`src/hdl/rtv_pkg.sv`:
```
package rtv_pkg;

	// byte offsets on the register bus
	localparam logic [3:0] RTV_OFS_CTRL = 4'h0;
	localparam logic [3:0] RTV_OFS_WINDOW = 4'h4;
	localparam logic [3:0] RTV_OFS_WDH_VIEW = 4'h8;
	localparam logic [3:0] RTV_OFS_MS_VIEW = 4'hC;

	// value pointer codes
	localparam logic [1:0] RTV_PTR_MS = 2'h0;
	localparam logic [1:0] RTV_PTR_WDH = 2'h1;

	// control register fields
	localparam int RTV_CTRL_WREN_BIT = 0;
	localparam int RTV_CTRL_PTR_LSB = 8;
	localparam int RTV_CTRL_REJ_BIT = 16;
	localparam int RTV_CTRL_WDH_OK_BIT = 17;
	localparam int RTV_CTRL_MS_OK_BIT = 18;

	// weekday/hours digit positions
	localparam int RTV_WEEKDAY_LSB = 8;
	localparam int RTV_HOUR_TENS_LSB = 4;
	localparam int RTV_HOUR_UNITS_LSB = 0;
	// minutes/seconds digit positions
	localparam int RTV_MIN_TENS_LSB = 12;
	localparam int RTV_MIN_UNITS_LSB = 8;
	localparam int RTV_SEC_TENS_LSB = 4;
	localparam int RTV_SEC_UNITS_LSB = 0;

	// implemented bits of each value register
	localparam logic [15:0] RTV_WDH_MASK = 16'h073F;
	localparam logic [15:0] RTV_MS_MASK = 16'h7F7F;

	// values after reset
	localparam logic [15:0] RTV_WDH_RST = 16'h0000;
	localparam logic [15:0] RTV_MS_RST = 16'h0000;
	localparam logic [1:0] RTV_PTR_RST = 2'h0;
	localparam logic [31:0] RTV_RDATA_RST = 32'h0000_0000;

	typedef enum logic [1:0] {
		RTV_BUS_IDLE = 2'b01,
		RTV_BUS_ACK = 2'b10
	} rtv_bus_state_t;

	// byte-lane merge, unimplemented bits forced to zero
	function automatic logic [15:0] rtv_merge16(input logic [15:0] old, input logic [15:0] wdata,
			input logic [1:0] be, input logic [15:0] mask);
		logic [15:0] m;
		m = old;
		if (be[0]) begin
			m[7:0] = wdata[7:0];
		end
		if (be[1]) begin
			m[15:8] = wdata[15:8];
		end
		return m & mask;
	endfunction

	function automatic logic rtv_wdh_ok(input logic [15:0] v);
		return (v[RTV_WEEKDAY_LSB +: 3] <= 3'h6) && (v[RTV_HOUR_TENS_LSB +: 2] <= 2'h2) &&
			(v[RTV_HOUR_UNITS_LSB +: 4] <= 4'h9);
	endfunction

	function automatic logic rtv_ms_ok(input logic [15:0] v);
		return (v[RTV_MIN_TENS_LSB +: 3] <= 3'h5) && (v[RTV_MIN_UNITS_LSB +: 4] <= 4'h9) &&
			(v[RTV_SEC_TENS_LSB +: 3] <= 3'h5) && (v[RTV_SEC_UNITS_LSB +: 4] <= 4'h9);
	endfunction

endpackage

```
`src/hdl/rtv_store_if.sv`:
```
interface rtv_store_if;
	logic wr_wdh;
	logic wr_ms;
	logic [15:0] wdata;
	logic [1:0] be;
	logic upd_valid;
	logic [15:0] upd_wdh;
	logic [15:0] upd_ms;
	logic [15:0] wdh;
	logic [15:0] ms;

	modport ctrl (output wr_wdh, output wr_ms, output wdata, output be, output upd_valid,
		output upd_wdh, output upd_ms, input wdh, input ms);
	modport store (input wr_wdh, input wr_ms, input wdata, input be, input upd_valid,
		input upd_wdh, input upd_ms, output wdh, output ms);
endinterface

```
`src/hdl/rtv_time_regs.sv`:
```
// Contract
// - Pointer code 01 maps the value window onto the weekday/hours register.
// - Pointer code 00 maps the value window onto the minutes/seconds register.
// - Hour tens digit sits in bits 5:4 of weekday/hours, BCD 0 to 2.
// - Hour units digit sits in bits 3:0 of weekday/hours, BCD 0 to 9.
// - Minute tens digit sits in bits 14:12 of minutes/seconds, BCD 0 to 5.
// - Minute units digit sits in bits 11:8 of minutes/seconds, BCD 0 to 9.
// - Second tens digit sits in bits 6:4 of minutes/seconds, BCD 0 to 5.
// - Second units digit sits in bits 3:0 of minutes/seconds, BCD 0 to 9.
// - Window writes are dropped unless the time write enable bit is 1.
// - Unused bits of both value registers read zero and store nothing.
module rtv_time_regs (
	input wire logic i_clk,
	input wire logic i_rst,
	input wire logic [3:0] i_avs_address,
	input wire logic i_avs_read,
	input wire logic i_avs_write,
	input wire logic [31:0] i_avs_writedata,
	input wire logic [3:0] i_avs_byteenable,
	output logic [31:0] o_avs_readdata,
	output logic o_avs_waitrequest,
	input wire logic i_upd_valid,
	input wire logic [15:0] i_upd_weekday_hours,
	input wire logic [15:0] i_upd_minutes_seconds,
	output logic [15:0] o_weekday_hours,
	output logic [15:0] o_minutes_seconds,
	output logic o_time_write_enable,
	output logic [1:0] o_value_pointer_select
);

	rtv_store_if st_if ();

	rtv_value_store u_store (
		.i_clk(i_clk),
		.i_rst(i_rst),
		.st(st_if.store)
	);

	rtv_pkg::rtv_bus_state_t state_reg;
	rtv_pkg::rtv_bus_state_t state_next;
	logic [31:0] rdata_reg;
	logic [31:0] rdata_next;
	logic wren_reg;
	logic wren_next;
	logic [1:0] ptr_reg;
	logic [1:0] ptr_next;
	logic rej_reg;
	logic rej_next;

	logic req;
	logic take;
	logic win_wr;
	logic ctrl_wr;
	logic [15:0] win_val;
	logic [31:0] ctrl_val;

	assign req = i_avs_read | i_avs_write;
	// one wait cycle: read data are registered before waitrequest drops
	assign take = (state_reg == rtv_pkg::RTV_BUS_ACK);
	assign o_avs_waitrequest = req & ~take;
	assign o_avs_readdata = rdata_reg;

	assign win_wr = take & i_avs_write & (i_avs_address[3:2] == rtv_pkg::RTV_OFS_WINDOW[3:2]);
	assign ctrl_wr = take & i_avs_write & (i_avs_address[3:2] == rtv_pkg::RTV_OFS_CTRL[3:2]);

	// pointer codes 10 and 11 select registers outside this block: read zero
	always_comb begin
		win_val = 16'h0000;
		unique case (ptr_reg)
			rtv_pkg::RTV_PTR_WDH: win_val = st_if.wdh;
			rtv_pkg::RTV_PTR_MS: win_val = st_if.ms;
			default: win_val = 16'h0000;
		endcase
	end

	always_comb begin
		ctrl_val = 32'h0000_0000;
		ctrl_val[rtv_pkg::RTV_CTRL_WREN_BIT] = wren_reg;
		ctrl_val[rtv_pkg::RTV_CTRL_PTR_LSB +: 2] = ptr_reg;
		ctrl_val[rtv_pkg::RTV_CTRL_REJ_BIT] = rej_reg;
		ctrl_val[rtv_pkg::RTV_CTRL_WDH_OK_BIT] = rtv_pkg::rtv_wdh_ok(st_if.wdh);
		ctrl_val[rtv_pkg::RTV_CTRL_MS_OK_BIT] = rtv_pkg::rtv_ms_ok(st_if.ms);
	end

	// bus handshake and read data
	always_comb begin
		state_next = state_reg;
		rdata_next = rdata_reg;
		unique case (state_reg)
			rtv_pkg::RTV_BUS_IDLE: begin
				if (req) begin
					state_next = rtv_pkg::RTV_BUS_ACK;
					rdata_next = 32'h0000_0000;
					if (i_avs_read) begin
						unique case (i_avs_address[3:2])
							rtv_pkg::RTV_OFS_CTRL[3:2]: rdata_next = ctrl_val;
							rtv_pkg::RTV_OFS_WINDOW[3:2]: rdata_next = {16'h0000, win_val};
							rtv_pkg::RTV_OFS_WDH_VIEW[3:2]: rdata_next = {16'h0000, st_if.wdh};
							rtv_pkg::RTV_OFS_MS_VIEW[3:2]: rdata_next = {16'h0000, st_if.ms};
						endcase
					end
				end
			end
			rtv_pkg::RTV_BUS_ACK: begin
				state_next = rtv_pkg::RTV_BUS_IDLE;
			end
		endcase
	end

	// control bits; a blocked window write sets the sticky flag, set beats clear
	always_comb begin
		wren_next = wren_reg;
		ptr_next = ptr_reg;
		rej_next = rej_reg;
		if (ctrl_wr && i_avs_byteenable[0]) begin
			wren_next = i_avs_writedata[rtv_pkg::RTV_CTRL_WREN_BIT];
		end
		if (ctrl_wr && i_avs_byteenable[1]) begin
			ptr_next = i_avs_writedata[rtv_pkg::RTV_CTRL_PTR_LSB +: 2];
		end
		if (ctrl_wr && i_avs_byteenable[2] && i_avs_writedata[rtv_pkg::RTV_CTRL_REJ_BIT]) begin
			rej_next = 1'b0;
		end
		if (win_wr && !wren_reg) begin
			rej_next = 1'b1;
		end
	end

	always_ff @(posedge i_clk) begin
		if (i_rst) begin
			state_reg <= rtv_pkg::RTV_BUS_IDLE;
			rdata_reg <= rtv_pkg::RTV_RDATA_RST;
			wren_reg <= 1'b0;
			ptr_reg <= rtv_pkg::RTV_PTR_RST;
			rej_reg <= 1'b0;
		end else begin
			state_reg <= state_next;
			rdata_reg <= rdata_next;
			wren_reg <= wren_next;
			ptr_reg <= ptr_next;
			rej_reg <= rej_next;
		end
	end

	// drive the value store
	assign st_if.wr_wdh = win_wr & wren_reg & (ptr_reg == rtv_pkg::RTV_PTR_WDH);
	assign st_if.wr_ms = win_wr & wren_reg & (ptr_reg == rtv_pkg::RTV_PTR_MS);
	assign st_if.wdata = i_avs_writedata[15:0];
	assign st_if.be = i_avs_byteenable[1:0];
	assign st_if.upd_valid = i_upd_valid;
	assign st_if.upd_wdh = i_upd_weekday_hours;
	assign st_if.upd_ms = i_upd_minutes_seconds;

	assign o_weekday_hours = st_if.wdh;
	assign o_minutes_seconds = st_if.ms;
	assign o_time_write_enable = wren_reg;
	assign o_value_pointer_select = ptr_reg;

endmodule

```
`src/hdl/rtv_value_store.sv`:
```
module rtv_value_store (
	input wire logic i_clk,
	input wire logic i_rst,
	rtv_store_if.store st
);

	logic [15:0] wdh_reg;
	logic [15:0] wdh_next;
	logic [15:0] ms_reg;
	logic [15:0] ms_next;

	// software write beats the one-second update in the same cycle
	always_comb begin
		wdh_next = wdh_reg;
		ms_next = ms_reg;
		if (st.upd_valid) begin
			wdh_next = st.upd_wdh & rtv_pkg::RTV_WDH_MASK;
			ms_next = st.upd_ms & rtv_pkg::RTV_MS_MASK;
		end
		if (st.wr_wdh) begin
			wdh_next = rtv_pkg::rtv_merge16(wdh_reg, st.wdata, st.be, rtv_pkg::RTV_WDH_MASK);
		end
		if (st.wr_ms) begin
			ms_next = rtv_pkg::rtv_merge16(ms_reg, st.wdata, st.be, rtv_pkg::RTV_MS_MASK);
		end
	end

	always_ff @(posedge i_clk) begin
		if (i_rst) begin
			wdh_reg <= rtv_pkg::RTV_WDH_RST;
			ms_reg <= rtv_pkg::RTV_MS_RST;
		end else begin
			wdh_reg <= wdh_next;
			ms_reg <= ms_next;
		end
	end

	assign st.wdh = wdh_reg;
	assign st.ms = ms_reg;

endmodule

```
`config.mk`:
```
export PLATFORM = sky130hd
export DESIGN_NAME = rtv_time_regs
export DESIGN_NICKNAME = d
export VERILOG_FILES = /design/src/hdl/rtv_pkg.sv /design/src/hdl/rtv_store_if.sv /design/src/hdl/rtv_time_regs.sv /design/src/hdl/rtv_value_store.sv
export SDC_FILE = /design/constraint.sdc
export NUM_CORES = 1
export LEC_CHECK = 0
export ABC_AREA = 1
export BUFFER_PORTS_ARGS = -buffer_cell sky130_fd_sc_hd__clkbuf_2
export CAP_MARGIN = 10
export CELL_PAD_IN_SITES_DETAIL_PLACEMENT = 2
export CELL_PAD_IN_SITES_GLOBAL_PLACEMENT = 2
export CORE_MARGIN = 1.5
export CORE_UTILIZATION = 22
export CTS_CLUSTER_SIZE = 25
export DETAILED_ROUTE_END_ITERATION = 16
export PLACE_DENSITY_LB_ADDON = 0.1
export SETUP_SLACK_MARGIN = 0.02
export SLEW_MARGIN = 10
export SYNTH_ARGS = -nofsm -noshare
export SYNTH_HDL_FRONTEND = slang
export SYNTH_SLANG_ARGS = --single-unit
```
`constraint.sdc`:
```
create_clock -name i_clk -period 1.79 [get_ports i_clk]
set_input_delay 0.0895 -clock i_clk [delete_from_list [all_inputs] [get_ports i_clk]]
set_output_delay 0.0895 -clock i_clk [all_outputs]
set_load 0.02 [all_outputs]
```
Word level (Yosys, flattened, before mapping). Cells that the tools add are included.

$add $sub $neg: 0. Multipliers: 0. Divide/modulo/power cells: 0. Magnitude comparators: 7. Equal/unequal tests: 11. Shift operators: 0. Multiplexer cells: 15. Bitwise logic cells: 9. Reduce and logical (&&, ||, !) cells: 21.

Operators by type and width (number): $pmux W32 S4 (1); $mux W32 (1); $mux W15 (2); $pmux W15 S2 (1); $mux W11 (2); $mux W7 (2); $le A4 B4 Y1 const B (3); $logic_and A1 B1 Y1 (10); $ne A2 B2 Y1 const B (5); $reduce_and A2 Y1 (5); $le A3 B3 Y1 const B (3); $and A1 B1 Y1 (7); $eq A2 B1 Y1 const B (3); $eq A2 B2 Y1 const B (3); $mux W6 (1); $reduce_bool A2 Y1 (3); $logic_not A2 Y1 (2); $pmux W2 S2 (1); $mux W3 (1); $le A2 B2 Y1 const B (1); $mux W1 (2); $mux W2 (1); $logic_not A1 Y1 (1); $not A1 Y1 (1); $or A1 B1 Y1 (1).

Register bits: 61. Latch bits: 0. Bits in writable memories: 0. ROM bits: 0. Bits of input ports: 77. Output and inout bits: 68. Word-level logic and storage cells: 72. Memories: 0.

Depth between registers and ports, before layout.
Depth in word-level cells: 7. Depth in mapped cells: 10. Depth with buffers taken out: 9.

Cells and area by module. A second synthesis with hierarchy kept.

Cell total of the unflattened synthesis: 479. Area, all modules: 3002.9 µm².

Modules (own cells, without submodules): rtv_time_regs (instances 1, cells each 235, area each 1540.2 µm², seq. area each 500.5 µm²); rtv_value_store (instances 1, cells each 244, area each 1462.7 µm², seq. area each 460.4 µm²).

Least setup slack after synthesis. OpenSTA, ideal clock, no wires.

Path type: register to register. Start: register ptr_reg[0], in the netlist o_value_pointer_select[0]. End: register u_store.wdh_reg[10], in the netlist u_store.st.wdh[10]. Setup time: 0.111 ns. Data arrival time: 1.303 ns. Data required time: 1.679 ns. Slack: 0.375 ns. Cell stages (with the launch flop): 9. Buffers on the path: 1. Period minus slack after synthesis: 1.415 ns. Cell sequence: dfxtp_1 inv_2 nor2_4 buf_4 nand4_4 nand2_2 inv_2 nor2_1 nor2_1.

Cells in the longest elaborated chain, start to end: 4. Elaborated cells between the ends (all ways): 6. Classes of those cells: eq/ne (2); mux (1); bitwise (1); reduce/logical (2).

Ends and longest elaborated chain: from (decl) (line rtv_time_regs.sv:45) `logic [1:0] ptr_reg;`; from (signal assigned) (line rtv_time_regs.sv:134) `ptr_reg <= rtv_pkg::RTV_PTR_RST;`; from (signal assigned) (line rtv_time_regs.sv:140) `ptr_reg <= ptr_next;`; $eq A2 B1 Y1 (*) (line rtv_time_regs.sv:146) `assign st_if.wr_wdh = win_wr & wren_reg & (ptr_reg == rtv_pkg::RTV_PTR_WDH);`; $and A1 B1 Y1 (*) (line rtv_time_regs.sv:146); $ne A2 B2 Y1 (no source line) / $reduce_bool A2 Y1 (equally long branches); $reduce_and A2 Y1 (no source line); to (signal assigned) (line rtv_value_store.sv:30) `wdh_reg <= rtv_pkg::RTV_WDH_RST;`; to (signal assigned) (line rtv_value_store.sv:33) `wdh_reg <= wdh_next;`; to (decl) (line rtv_value_store.sv:7) `logic [15:0] wdh_reg;`.

Mark *: on every way between the ends. The rest lies on a longest branch, timed or not. A chain may end at the register's enable or synchronous reset.

Worst setup path after layout.
Start: register state_reg[0]. End: register u_store.wdh_reg[5], in the netlist u_store.st.wdh[5].

Cells in the longest elaborated chain, start to end: 7. Elaborated cells between the ends (all ways): 9. Classes of those cells: eq/ne (2); mux (1); bitwise (4); reduce/logical (2).

Ends and longest elaborated chain: from (decl) (line rtv_time_regs.sv:39) `rtv_pkg::rtv_bus_state_t state_reg;`; from (signal assigned) (line rtv_time_regs.sv:131) `state_reg <= rtv_pkg::RTV_BUS_IDLE;`; from (signal assigned) (line rtv_time_regs.sv:137) `state_reg <= state_next;`; $eq A2 B2 Y1 (*) (line rtv_time_regs.sv:59) `assign take = (state_reg == rtv_pkg::RTV_BUS_ACK);`; $and A1 B1 Y1 (*) (2 in series) (line rtv_time_regs.sv:63) `assign win_wr = take & i_avs_write & (i_avs_address[3:2] == rtv_pkg::RTV_OFS_WINDOW[3:2]);`; $and A1 B1 Y1 (*) (2 in series) (line rtv_time_regs.sv:146); $ne A2 B2 Y1 (no source line) / $reduce_bool A2 Y1 (equally long branches); $reduce_and A2 Y1 (no source line).

Marked as above.

==> flow_summary.ini <==
[worst_hold_path]
min_path_type = input port to flop
worstHoldStart = i_avs_writedata[0]

[global_route]
grt_usage = 0.160
grt_max_degree = 26
grt-ovfl-total = 0
first_global_vias = 3009
antenna_found_initial = 0
grt_pass1_wl_um = 16200

[critical_path]
path_max_fanout = 7
rrSetupSlack_ns = 0.17
timing.rr.end = u_store.st.wdh[5]$_SDFFE_PP0P_
path_class = flop to flop
crit_path_start = state_reg[0]$_SDFFE_PP1P_
reg2reg_from = state_reg[0]$_SDFFE_PP1P_
cp.arrival_ns = 1.81
critPathRequiredTime_ns = 1.98
start_kind = flop
cp-endpoint = u_store.st.wdh[5]$_SDFFE_PP0P_
cp-end-kind = flop
reg2reg_depth = 9

[placement]
hpwl_um = 8390
dp.cells = 675
post-place-ws_ns = 0.106
gp_congestion = 0.733
port_buffers = 91

[floorplan]
coreArea_sq_mm = 0.0121
rows = 40
io_pins = 145
dieArea_sq_mm = 0.0132
initial_utilization = 0.227
fp.dieH_um = 115
die_w_um = 115

[clocking]
cts_tree = built
numCtsBuffers = 5
root_buffer = clkbuf_16
cts_max_level = 2
cts_setup_buffers = 0
clk_pin_slew_ns = 0.07
cts.sink_count = 46
clk_latency_ns = 0.29
cts_buffer_depth = 2

[final_layout]
area_growth_pct = 26.1
n_antenna_cell = 0
mostFrequentLayoutCell = nand2_1
largest_reg_flops = 17
fin_nets = 591
instances_no_fill = 683
layout_common_cells = 124 x nand2_1, 91 x clkbuf_2, 58 x nor2_1, 46 x dfxtp_1, 36 x inv_1
drive_gt1_frac = 0.258

[route]
firstDrtPassIters = 4
drtIter0Drc = 104
drc_errors = 0
drt-vias-per-instance = 4.20
wire_per_inst_um = 14.8
routed-via-count = 2869
antenna_left = 0
wl_um = 10100

[synth]
synth_largest_area_cell = dfxtp_1
ys_ff_latch = 46
synth_warnings = 0
syn_area_sq_mm = 0.00275
syn_inst = 420
yosys.area.top_type_share = 0.335
synthDistinctLibCells = 21
ys_seq_area_frac = 0.335
synth_area_leaders = dfxtp_1 34%, nand2_1 17%, nor2_1 8.1%
synth_area_per_cell_sq_um = 6.54

[timing]
hold_viol_final = 0
skew_ns = 0.00313
period_needed_ns = 1.62
fin_ws_ns = 0.167
period_share = 0.907
fmax_mhz = 616
rsz0062_at_grt = no
setup_viol = 0
drv_slew = 0
setup_tns_ns = 0

[power_and_ir_drop]
peakVddDrop_v = 0.000323
power_density_mw_per_mm2 = 743
p_leak_nw = 1.73

[flow_run]
drv_cap = 0

[outcome]
status = finished clean
## repair_timing
| item | CTS | global route |
|---|---|---|
| resized for setup | 0 | 1 |
| hold buffers | 0 | 0 |
| endpoints found under the setup margin | 0 | 5 |
## cell families after synthesis
group / synth area share
AND/OR/NAND/NOR: 0.426
other: 0.00136
flip-flops: 0.335
AO/OA/AOI/OAI: 0.0737
buffers and inverters: 0.164
## cells in the mapped netlist
cell / count
inv_1: 36
nor2_1: 59
buf_2: 6
clkbuf_1: 3
o21ai_0: 15
buf_6: 5
buf_4: 26
inv_2: 5
nand2_2: 5
clkinv_1: 1
nor2_4: 3
nand3_2: 2
nand4_4: 4
conb_1: 1
dfxtp_1: 46
nand3_4: 1
o21a_1: 1
nand4_1: 25
nand3_1: 28
a21oi_1: 24
nand2_1: 124
## worst max-delay path, stage by stage, from the launching register on
cell,delay [ns]
dfxtp_1,0.33
inv_1,0.08
nand3_2,0.10
nor2_4,0.29
buf_12,0.17
nand4_4,0.12
nand2_1,0.10
inv_1,0.09
nor2_1,0.17
nor2_1,0.06
## routing by layer
| metal | global-route usage | wire [um] | part of all wire |
|---|---|---|---|
| met1 | 0.218 | 4880 | 0.48 |
| met2 | 0.266 | 4690 | 0.46 |
| met3 | 0.0216 | 402 | 0.040 |
| met4 | 0.0444 | 121 | 0.012 |
| met5 | 0 | 0 | 0 |
## power breakdown
part	total, mW	internal, mW	switching (mW)
Clock	0.960	0.519	0.441
Combinational	0.491	0.154	0.336
Sequential	1.13	1.08	0.0510
## worst min-delay path by stage
stage	endpoint	slack, ns	depth (start not counted)
after floorplan	o_time_write_enable$_SDFFE_PP0P_	0.21	1
after global routing	o_time_write_enable$_SDFFE_PP0P_	0.09	2
after global placement	o_time_write_enable$_SDFFE_PP0P_	0.39	2
final	o_time_write_enable$_SDFFE_PP0P_	0.07	2
after detailed placement	o_time_write_enable$_SDFFE_PP0P_	0.38	2
after CTS	o_time_write_enable$_SDFFE_PP0P_	0.06	2
## through the flow
stage / hold slack (ns) / cell area, sq um / power, mW / utilization
after floorplan: 0.213 / 2840 / 1.48 / -
after global placement: 0.385 / 3320 / 1.64 / 0.274
after detailed placement: 0.377 / 3320 / 1.65 / 0.274
after CTS: 0.0647 / 3460 / 2.63 / 0.286
after global routing: 0.0921 / 3470 / 2.72 / 0.286
final: 0.0675 / 3470 / 2.58 / 0.286
## final cells by class
cell class	instances	area, sq um
Sequential cell	46	921
Timing Repair Buffer	104	566
Inverter	42	158
Clock buffer	5	125
Tap cell	168	210
Fill cell	1527	8640
Multi-Input combinational cell	315	1470
Clock inverter	3	21.3
(Power assumes the default switching activity.)
